--- config.mk ---
export PLATFORM = sky130hd
export DESIGN_NAME = jpa_arbiter
export DESIGN_NICKNAME = d
export VERILOG_FILES = /design/src/inc/jpa_pkg.sv /design/src/rtl/jpa_arbiter.sv
export SDC_FILE = /design/constraint.sdc
export NUM_CORES = 2
export LEC_CHECK = 0
export BUFFER_PORTS_ARGS = -buffer_cell sky130_fd_sc_hd__buf_2
export CAP_MARGIN = 20
export CORE_MARGIN = 2
export CORE_UTILIZATION = 40
export CTS_CLUSTER_SIZE = 16
export DETAILED_ROUTE_END_ITERATION = 6
export GPL_TIMING_DRIVEN = 0
export PLACE_DENSITY = 0.66
export SLEW_MARGIN = 5
export SYNTH_ARGS = -nofsm -noshare
export SYNTH_HDL_FRONTEND = slang
export SYNTH_SLANG_ARGS = --single-unit
--- constraint.sdc ---
create_clock -name clk -period 9.95 [get_ports clk]
set_input_delay 2.4875 -clock clk [delete_from_list [all_inputs] [get_ports clk]]
set_output_delay 2.4875 -clock clk [all_outputs]
set_load 0.01 [all_outputs]
--- src/inc/jpa_pkg.sv ---
/*
 file: constants and types of the tap port-access arbiter.
 assumes: imported whole by the arbiter module.
*/
package jpa_pkg;
   // ------
   // command word layout
   // ------
   localparam int CMD_W   = 32;     // access register width
   localparam int DATA_W  = 16;     // port data width
   localparam int ADDR_W  = 10;     // port address width
   localparam int OP_W    = 4;      // operation field width
   localparam int DAT_LSB = 0;      // write data field
   localparam int ADR_LSB = 16;     // address field
   localparam int OP_LSB  = 26;     // operation field
   // ------
   // operation codes
   // ------
   localparam logic [3:0] OP_NOP   = 4'h0;
   localparam logic [3:0] OP_READ  = 4'h1;
   localparam logic [3:0] OP_WRITE = 4'h2;
   // ------
   // special addresses and values
   // ------
   localparam logic [9:0]  ADR_LOCK = 10'h000;
   localparam logic [9:0]  ADR_AUX  = 10'h002;
   localparam logic [9:0]  ADR_RST  = 10'h003;
   localparam logic [15:0] LOCK_ON  = 16'h0001;
   localparam logic [15:0] LOCK_OFF = 16'h0000;
   localparam logic [15:0] AUX_ON   = 16'h0001;
   localparam logic [15:0] REG_RST  = 16'h0000;
   localparam logic [15:0] UPPER_Z  = 16'h0000;
   // ------
   // timing counts in port clock cycles, and the processor fifo depth
   // ------
   localparam int LOCK_WAKE_CYC = 10;  // wake lock release bound
   localparam int TAP_DONE_CYC  = 10;  // tap access completion bound
   localparam int FIFO_DEPTH    = 15;  // processor path fifo depth
   // ------
   // synchroniser bit positions
   // ------
   localparam int SY_TCK = 0;
   localparam int SY_TDI = 1;
   localparam int SY_CAP = 2;
   localparam int SY_SH  = 3;
   localparam int SY_UPD = 4;
   localparam int SY_MIS = 5;
   localparam int SY_W   = 6;
   // arbiter owner states
   typedef enum logic [1:0] {ARB_IDLE, ARB_FAB, ARB_TAP} jpa_arb_t;
endpackage

--- src/rtl/jpa_arbiter.sv ---
/*
 file: tap access register, command decode and per-transaction
 arbiter between tap and fabric for the reconfig_port registers,
 plus the processor command path with its two fifos.
 assumes: tap controller state levels, tck, tdi and clk_missing
 come from outside the clk domain; fabric and processor signals
 are synchronous to clk (the port_clock).
*/
// The implementer's own choices: the address-and-strobe port and the register addresses.
`timescale 1ns/1ps
// Contract
// - tap read: command scan, then result scan
// - read result captured into low half
// - captured upper half zero, lsb first
// - early scan captures old held data
// - reads pipeline, command in, result out
// - fields: data 15:0, addr 25:16, op 29:26
// - op 0 nop, 1 read, 2 write
// - tap write done within ten cycles
// - aux enable write keeps stored value
// - fabric queued behind tap transaction
// - tap waits for fabric in progress
// - busy from update to completion
// - fabric ready withheld while tap busy; a fabric grant made in the cycle busy rises still strobes while busy is high
// - modified set by tap write, cleared
// - address zero writes lock or unlock
// - lock refuses fabric requests
// - lock held at clock wake, ten cycles
// - missing clock selects internal oscillator
// - write address three resets converter
// - processor path with two fifos
// - processor path disables tap access
// - alarms raise processor interrupt
module jpa_arbiter
   import jpa_pkg::*;
#(
   parameter int REG_AW = 4,           // stored register index width
   parameter int FD     = FIFO_DEPTH,  // processor fifo depth
   parameter int WAKE   = LOCK_WAKE_CYC
) (
   input  wire logic                 clk,
   input  wire logic                 rstn,
   // tap side; inputs asynchronous, tdo from a clk flop
   input  wire logic                 tck,
   input  wire logic                 tdi,
   input  wire logic                 tap_capture,
   input  wire logic                 tap_shift,
   input  wire logic                 tap_update,
   input  wire logic                 port_access_instruction,
   output logic                      tdo,
   // fabric reconfig_port
   input  wire logic                 port_en,
   input  wire logic                 port_we,
   input  wire logic [ADDR_W-1:0]    port_addr,
   input  wire logic [DATA_W-1:0]    port_di,
   output logic [DATA_W-1:0]         port_do,
   output logic                      port_ready_strobe,
   output logic                      tap_busy_flag,
   output logic                      tap_wrote_flag,
   output logic                      tap_lock_flag,
   // converter side
   input  wire logic                 configured,
   input  wire logic                 clk_missing,
   output logic                      aux_enable,
   output logic                      conv_reset,
   output logic                      osc_select,
   // processor path
   input  wire logic                 proc_en,
   input  wire logic                 proc_cmd_valid,
   input  wire logic [CMD_W-1:0]     proc_cmd_data,
   output logic                      proc_cmd_ready,
   output logic                      proc_rd_valid,
   output logic [CMD_W-1:0]          proc_rd_data,
   input  wire logic                 proc_rd_ready,
   input  wire logic                 over_temp_alarm,
   input  wire logic [6:0]           alarm_flags,
   output logic                      proc_irq
);
   localparam int DEPTH = 1 << REG_AW;
   localparam int CW    = $clog2(FD + 1);
   localparam logic [CW-1:0] FD_C = CW'(FD);
   localparam logic [3:0] WAKE_C = 4'(WAKE - 1);

   // ------
   // state
   // ------
   typedef struct packed {
      logic [SY_W-1:0]             s1;       // first sync stage
      logic [SY_W-1:0]             s2;       // second sync stage
      logic                        tck_d;    // tck edge detect
      logic [1:0]                  ins_s;    // instruction select sync
      jpa_arb_t                    arb;      // port owner
      logic [CMD_W-1:0]            sr;       // tap_access_register
      logic [CMD_W-1:0]            cmd;      // command taken at update
      logic                        tap_pend; // tap transaction queued
      logic                        busy;     // tap_busy_flag
      logic                        wrote;    // tap_wrote_flag
      logic                        lock_sw;  // lock set by tap write
      logic [3:0]                  lk_cnt;   // wake lock counter
      logic                        lock_q;   // tap_lock_flag
      logic [DATA_W-1:0]           held;     // last tap read result
      logic                        fab_pend; // fabric request queued
      logic                        fab_we;
      logic [ADDR_W-1:0]           fab_addr;
      logic [DATA_W-1:0]           fab_di;
      logic [DATA_W-1:0]           port_do;
      logic                        port_rdy;
      logic [DEPTH-1:0][DATA_W-1:0] regs;    // port registers
      logic                        aux_en;
      logic                        conv_rst;
      logic [FD-1:0][CMD_W-1:0]    cq;       // command fifo
      logic [FD-1:0][CMD_W-1:0]    rq;       // read data fifo
      logic [CW-1:0]               cq_n;
      logic [CW-1:0]               rq_n;
      logic                        cq_rdy;
      logic                        rdv;      // proc_rd_valid
      logic                        irq;
      logic [7:0]                  alm_d;    // alarm history
   } jpa_st_t;

   jpa_st_t st_r;
   jpa_st_t st_nxt;

   // ------
   // helpers
   // ------
   // register lookup, zero beyond the stored range
   function automatic logic [DATA_W-1:0] reg_rd(
      input logic [DEPTH-1:0][DATA_W-1:0] r,
      input logic [ADDR_W-1:0]            a);
      logic [DATA_W-1:0] v;
      v = REG_RST;
      if ((a >> REG_AW) == '0) begin
         v = r[a[REG_AW-1:0]];
      end
      return v;
   endfunction

   // stored-range check for writes
   function automatic logic in_range(input logic [ADDR_W-1:0] a);
      return (a >> REG_AW) == '0;
   endfunction

   // command field extraction
   function automatic logic [OP_W-1:0] op_of(input logic [CMD_W-1:0] c);
      return c[OP_LSB +: OP_W];
   endfunction

   function automatic logic [ADDR_W-1:0] adr_of(input logic [CMD_W-1:0] c);
      return c[ADR_LSB +: ADDR_W];
   endfunction

   logic              tck_rise;  // sampled tck rising edge
   logic              lock_all;  // software or wake lock
   logic              tap_ok_q;  // tap may act on the port
   logic [OP_W-1:0]   c_op;
   logic [ADDR_W-1:0] c_adr;
   logic [DATA_W-1:0] c_dat;
   assign tck_rise = st_r.s2[SY_TCK] & ~st_r.tck_d;
   assign lock_all = st_r.lock_q;
   assign tap_ok_q = st_r.ins_s[1] & ~proc_en;
   assign c_op     = op_of(st_r.cmd);
   assign c_adr    = adr_of(st_r.cmd);
   assign c_dat    = st_r.cmd[DAT_LSB +: DATA_W];

   // ------
   // next state
   // ------
   always_comb begin
      jpa_st_t n;
      n = st_r;
      // two-stage sync; s1 feeds only s2
      n.s1 = {clk_missing, tap_update, tap_shift, tap_capture, tdi, tck};
      n.s2 = st_r.s1;
      n.tck_d = st_r.s2[SY_TCK];
      n.ins_s = {st_r.ins_s[0], port_access_instruction};
      n.port_rdy = 1'b0;
      n.conv_rst = 1'b0;

      // wake lock counts up after reset or clock loss
      // hold lock on clock wake
      if (st_r.s2[SY_MIS]) begin
         n.lk_cnt = 4'h0;
      end else if (st_r.lk_cnt != WAKE_C) begin
         n.lk_cnt = st_r.lk_cnt + 4'h1;
      end

      // fabric request latch
      // locked fabric requests dropped
      if (port_en && !lock_all && !st_r.fab_pend) begin
         n.fab_pend = 1'b1;
         n.fab_we   = port_we;
         n.fab_addr = port_addr;
         n.fab_di   = port_di;
      end

      // arbitration, one transaction per visit
      unique case (st_r.arb)
         ARB_IDLE: begin
            if (st_r.tap_pend) begin
               n.arb = ARB_TAP;
            end else if (st_r.fab_pend && !lock_all) begin
               n.arb = ARB_FAB;
            end
         end
         ARB_FAB: begin
            if (st_r.fab_we && in_range(st_r.fab_addr)) begin
               n.regs[st_r.fab_addr[REG_AW-1:0]] = st_r.fab_di;
            end
            n.port_do  = reg_rd(st_r.regs, st_r.fab_addr);
            // ready only when no tap owns port
            n.port_rdy = 1'b1;
            n.fab_pend = 1'b0;
            n.wrote    = 1'b0;
            n.arb      = ARB_IDLE;
         end
         ARB_TAP: begin
            if (c_op == OP_READ) begin
               n.held = reg_rd(st_r.regs, c_adr);
            end else if (c_op == OP_WRITE) begin
               n.wrote = 1'b1;
               if (c_adr == ADR_AUX) begin
                  if (c_dat == AUX_ON && !configured) begin
                     n.aux_en = 1'b1;
                  end
               end else if (in_range(c_adr)) begin
                  n.regs[c_adr[REG_AW-1:0]] = c_dat;
               end
               if (c_adr == ADR_LOCK && c_dat == LOCK_ON) begin
                  n.lock_sw = 1'b1;
               end else if (c_adr == ADR_LOCK && c_dat == LOCK_OFF) begin
                  n.lock_sw = 1'b0;
               end
               if (c_adr == ADR_RST) begin
                  n.conv_rst = 1'b1;
               end
            end
            n.busy     = 1'b0;
            n.tap_pend = 1'b0;
            n.arb      = ARB_IDLE;
         end
      endcase

      // tap scan actions on sampled tck rise
      if (tck_rise && tap_ok_q) begin
         if (st_r.s2[SY_CAP]) begin
            n.sr = {UPPER_Z, st_r.held};
         end else if (st_r.s2[SY_SH]) begin
            n.sr = {st_r.s2[SY_TDI], st_r.sr[CMD_W-1:1]};
         end else if (st_r.s2[SY_UPD]) begin
            n.cmd      = st_r.sr;
            n.tap_pend = 1'b1;
            n.busy     = 1'b1;
         end
      end

      // processor read fifo drain
      if (proc_rd_ready && st_r.rq_n != '0) begin
         for (int i = 0; i < FD - 1; i++) begin
            n.rq[i] = st_r.rq[i+1];
         end
         n.rq_n = st_r.rq_n - CW'(1);
      end

      // one command issues like one scan
      if (proc_en && st_r.cq_n != '0 && !st_r.tap_pend && !st_r.busy
          && n.rq_n != FD_C) begin
         n.rq[n.rq_n] = {UPPER_Z, st_r.held};
         n.rq_n       = n.rq_n + CW'(1);
         n.cmd        = st_r.cq[0];
         n.tap_pend   = 1'b1;
         n.busy       = 1'b1;
         for (int i = 0; i < FD - 1; i++) begin
            n.cq[i] = st_r.cq[i+1];
         end
         n.cq_n = st_r.cq_n - CW'(1);
      end

      // command fifo fill; ready came from last cycle
      if (proc_cmd_valid && st_r.cq_rdy) begin
         n.cq[n.cq_n] = proc_cmd_data;
         n.cq_n       = n.cq_n + CW'(1);
      end
      // registered ready, valid and lock keep the outputs flops
      n.cq_rdy = (n.cq_n != FD_C);
      n.rdv    = (n.rq_n != '0);
      n.lock_q = n.lock_sw | (n.lk_cnt != WAKE_C);

      n.alm_d  = {over_temp_alarm, alarm_flags};
      n.irq    = proc_en & (|({over_temp_alarm, alarm_flags} & ~st_r.alm_d));

      st_nxt = n;
   end

   // ------
   // state register
   // ------
   always_ff @(posedge clk or negedge rstn) begin
      if (!rstn) begin
         st_r        <= '0;
         st_r.arb    <= ARB_IDLE;
         st_r.lock_q <= 1'b1;
      end else begin
         st_r <= st_nxt;
      end
   end

   // ------
   // outputs, all from flops
   // ------
   assign tdo               = st_r.sr[0];
   assign port_do           = st_r.port_do;
   assign port_ready_strobe = st_r.port_rdy;
   assign tap_busy_flag     = st_r.busy;
   assign tap_wrote_flag    = st_r.wrote;
   // wake lock and software lock share flag
   assign tap_lock_flag     = st_r.lock_q;
   assign aux_enable        = st_r.aux_en;
   assign conv_reset        = st_r.conv_rst;
   assign osc_select        = st_r.s2[SY_MIS];
   assign proc_cmd_ready    = st_r.cq_rdy;
   assign proc_rd_valid     = st_r.rdv;
   assign proc_rd_data      = st_r.rq[0];
   assign proc_irq          = st_r.irq;
endmodule

# Word-level counts from Yosys, hierarchy flattened
# Index checks and enable logic that the tools add are counted.
# word_totals
output_inout_bits	59
reg_bits	1386
word_cells	214
in_bits	81
# op_classes
bitwise_logic	9
order_cmp	8
n_reduce_logical	44
eq_ne	19
mux	55
add_sub_neg	5
# op_table
cell	count
$bwmux W480	2
$mux W936	1
$mux W448	2
$mux W256	3
$mux W258	2
$bwmux W256	2
$pmux W256 S2	1
$mux W32	9
$demux W32 S4	2
$bmux W16 S4	2
$demux W16 S4	2
$mux W16	6
$logic_not A10 Y1	3
$mux W28	1
$eq A10 B2 Y1 const B	2
$lt A4 B5 Y1 const B	4
$logic_and A1 B1 Y1	18
$eq A16 B1 Y1 const B	1
$ge A4 B1 Y1 const B	4
$logic_not A16 Y1	1
$mux W4	4
$ne A4 B4 Y1 const B	4
$add A4 B1 Y4 const B	3
$reduce_bool A4 Y1	3
27 further kinds	58

# Longest topological paths before layout
# depth
word_depth	15
depth_mapped	20
depth_no_buf	16

# Worst setup path before layout
# No wires, ideal clock.
# synth_timing
kind	input to register
start	in proc_rd_ready
end	reg st_r[691] in the netlist's numbering
setup_time_ps	125
path_stages	15
t_required_ps	9825
t_arrival_ps	6507
path_slack_ps	3318
path_cell_list	clkbuf_1 > a21boi_0 > clkbuf_1 > mux2i_1 > ha_1 > nand3_1 > o22ai_1 > nor2_1 > clkbuf_1 > xnor2_1 > ha_1 > nand2_1 > nor2_1 > buf_2 > mux2_2
# synth_lines
element	line	source
from (decl)	jpa_arbiter.sv:74	input wire logic proc_rd_ready,
to (signal assigned)	jpa_arbiter.sv:304	st_r <= st_nxt;
to (decl)	jpa_arbiter.sv:121	jpa_st_t st_r;

==> results.ini <==
[synth]
syn_area_per_cell_um2 = 9.958
ys_seq_area_share_pct = 52.00
synth_top_area_share_pct = 51.96
netlist_instances = 6476
synth-xor-area-share_pct = 0.1087
syn_nets = 6570
synth-seq-cells = 1340
synth_compound_area_share_pct = 9.509
yosys.area_share.simple_pct = 15.64
synth_edf_count = 0
synth_top_family_by_area = multiplexers
yosysWarningCount = 0
synthMuxAreaShare_pct = 17.91
yosysUniqueCellTypes = 64
synthFlopType = dfrtp_1
async_flop_share_pct = 100.0
synth_fa_ha_area_share_pct = 0.2522
synthesis.area_um2 = 64490
yosys.area.top_type = dfrtp_1
synth.area.top_cells = dfrtp_1, nand2_1, mux2_2

[layout]
final_cell_mix = nand2_1, dfrtp_1, clkbuf_1
fill_cells = 15131
final_common_cell = nand2_1
final_layout_size_suffix_gt1_share_pct = 16.01
fin_cells = 9060
multi_input_area_um2 = 28000
syn_to_final_growth_pct = 13.87
finalNetCount = 6879
seqCellArea_um2 = 33530

[worst_setup_path]
rrSetupSlack_ps = 3020
arrival_ps = 8740
setup.worst_path.start_class = input pin
timing.rr.end = st_r[691]$_DFF_PN0_
cp.required_ps = 10640
reg2reg_from = st_r[11]$_DFF_PN0_
critPathKind = in2reg
ff2ff_path_depth = 18
end_kind = register
crit_path_max_fanout = 10

[floorplanning]
start_util_pct = 40.21
pin_count = 140
dieWidth_um = 405.5
rows = 147
core_area_um2 = 160400
dieArea_um2 = 164400
die_h_um = 405.5

[min_path]
whs_endpoint = st_r[1378]$_DFF_PN0_
hold_depth = 0
hold_path.class = reg2reg
hold_start = st_nxt[1378]$_DFF_PN0_

[sta]
finalWorstSetupSlack_ps = 1892
setup_viol = 0
min_period_ps = 8058
period_share_pct = 80.98
fmax_mhz = 124.1
rsz0062_at_grt = false
tns_ps = 0
slew_headroom_pct = 26.40
clock_skew_ps = 53.46
final_hold_viol_count = 0
final-max-slew-violation-count = 0
worstMarginPinSlew_ps = 1089

[power]
seq_power_share_pct = 40.5
p_leak_nw = 33.78
clock_power_share_pct = 30.5
power.density_nw_per_um2 = 255.3
internal_power_mw = 12.13
peakVddDrop_mv = 0.1936
power.switching_mw = 6.612
p_sw_share_pct = 35.28
comb_power_share_pct = 29.0

[place]
post-place-ws_ps = 1349
hpwlAfterDp_mm = 141.4
gp_congestion = 0.9551
dp_cells = 8785
io_buffers = 137

[clock_tree]
cts_tree = built
cts.sinks = 1340
clk_latency_ps = 830
h-tree-depth = 4
cts-root-buf = clkbuf_16
clkTransAtPathRegs_ps = 60
cts_hold_buffers = 0
post_cts_resized = 0
cts_inserted_buffers = 149
max-clock-path-buffers = 3
cts_setup_buffers = 0

[routing]
wire_per_inst_um = 21.54
ant_nets = 0
wirelength_mm = 195.2
drt_drc_violations_left = 0
first_iter_violations = 5385
first_pass_iters = 6
via_per_inst = 5.590
route.vias.total = 50647

[grt]
grt_use_met1_pct = 32.21
gr-total-overflow = 0
met2_usage_pct = 36.30
grtUsageTotal_pct = 23.61
grt_pass1_vias = 50210
grt_pass1_wl_mm = 300.4
use_met3_pct = 5.132
top_usage_layer = met2
grt_max_degree = 163
antenna_found_initial = 9

[outcome]
status = finished, final reports clean

[job]
drv_cap = 0

==> synthesized netlist by cell type, types with 3 or more instances <==
cell and number:
a211oi_1 3, a21oi_1 221, a22oi_1 30, a31oi_1 262, and2_1 4, and3_1 20
buf_1 28, buf_2 64, buf_4 55, buf_6 16, clkbuf_1 447, dfrtp_1 1339
ha_1 13, inv_1 69, mux2_1 163, mux2_2 394, mux2i_1 167, mux4_2 160
nand2_1 2019, nand2b_1 32, nand3_1 50, nand3_2 10, nand3b_1 16, nand4_1 5
nand4b_1 3, nor2_1 309, nor2b_1 24, nor3_1 12, nor4_1 5, nor4_4 3
o21ai_0 200, o21ai_1 12, o22a_1 12, o22ai_1 253, o311ai_4 4, or2_2 4
or3_1 3, or4_1 3, xnor2_1 7
==> critical path, cell delays in order <==
cell,delay (ps)
buf_2,130
clkbuf_1,310
a21boi_0,440
clkbuf_1,510
mux2i_1,490
ha_1,370
nand3_1,240
o22ai_1,860
nor2_1,310
clkbuf_1,460
xnor2_1,420
ha_1,390
nand2_1,90
nor2_1,390
buf_2,420
mux2_2,390
==> routing by layer <==
layer	routed length [um]	up-vias	part of all wire (%)
met4	8044	8	4.1
met3	15510	444	7.9
met5	40	-	0.020
met2	87990	2059	45
met1	83590	25383	43
li1	-	22753	-
==> logic make-up (layout without fill, tap and decap cells) <==
| group | count (synthesis) | count (layout) |
|---|---|---|
| buffers and inverters | 679 | 1097 |
| AOI/OAI and AO/OA | 1020 | 1020 |
| muxes | 884 | 884 |
| DFF | 1340 | 1340 |
| other | 0 | 6 |
| xor gates and xnor gates | 8 | 8 |
| and+or+nand+nor | 2532 | 2532 |
| adders and majority gates | 13 | 13 |
==> cell type report <==
class                   instances  area share [%]
flip-flops and latches       1340           45.67
multi-input cells            4457           38.14
clock buffers                 216           5.804
well taps                    2160           3.681
plain buffers                 610           3.672
repair buffers                158           1.523
clock inverters                44           1.142
inverters                      69          0.3527
diodes                          6         0.02045
==> worst max path at each step <==
stage                             start                endpoint  slack (ps)  depth (start not counted)
after floorplan           proc_rd_ready     st_r[691]$_DFF_PN0_        3320                         15
after CTS                 proc_rd_ready     st_r[691]$_DFF_PN0_        2220                         16
after global routing      proc_rd_ready     st_r[691]$_DFF_PN0_        1680                         16
final                     proc_rd_ready     st_r[691]$_DFF_PN0_        1890                         16
after global placement             rstn  st_r[1274]$_DFFE_PN0P_      -23200                          1
after detailed placement  proc_rd_ready     st_r[691]$_DFF_PN0_        1350                         16
==> flip-flops by register name (all words and copies together) (netlist names) <==
name               cells
aux_enable             1
c_adr                 10
c_dat                 16
c_op                   4
conv_reset             1
osc_select             1
port_do               16
port_ready_strobe      1
proc_cmd_ready         1
proc_irq               1
proc_rd_data          32
proc_rd_valid          1
st_nxt                 8
st_r                1243
tap_busy_flag          1
tap_lock_flag          1
tap_wrote_flag         1
tdo                    1
==> through the flow <==
stage / power [mW] / cell area, um2 / util [%] / hold slack, ps
2_1_floorplan: 11.09 / 64490 / - / 331.2
3_3_place_gp: 12.78 / 67870 / 42.32 / 334.2
3_5_place_dp: 12.98 / 68190 / 42.52 / 336.4
4_1_cts: 18.70 / 73290 / 45.70 / 344.5
5_1_grt: 19.68 / 73420 / 45.78 / 355.5
6_report: 18.74 / 73430 / 45.78 / 340.5
==> power by group through the flow <==
| stage | clock (mW) | sequential (mW) | combinational, mW |
|---|---|---|---|
| after global placement | 0 | 7.63 | 5.15 |
| after detailed placement | 0 | 7.65 | 5.33 |
| final | 5.72 | 7.59 | 5.43 |
| after floorplan | 0 | 7.34 | 3.75 |
| after global routing | 6.03 | 7.73 | 5.93 |
| after CTS | 5.78 | 7.57 | 5.36 |
(Power assumes the default switching activity.)
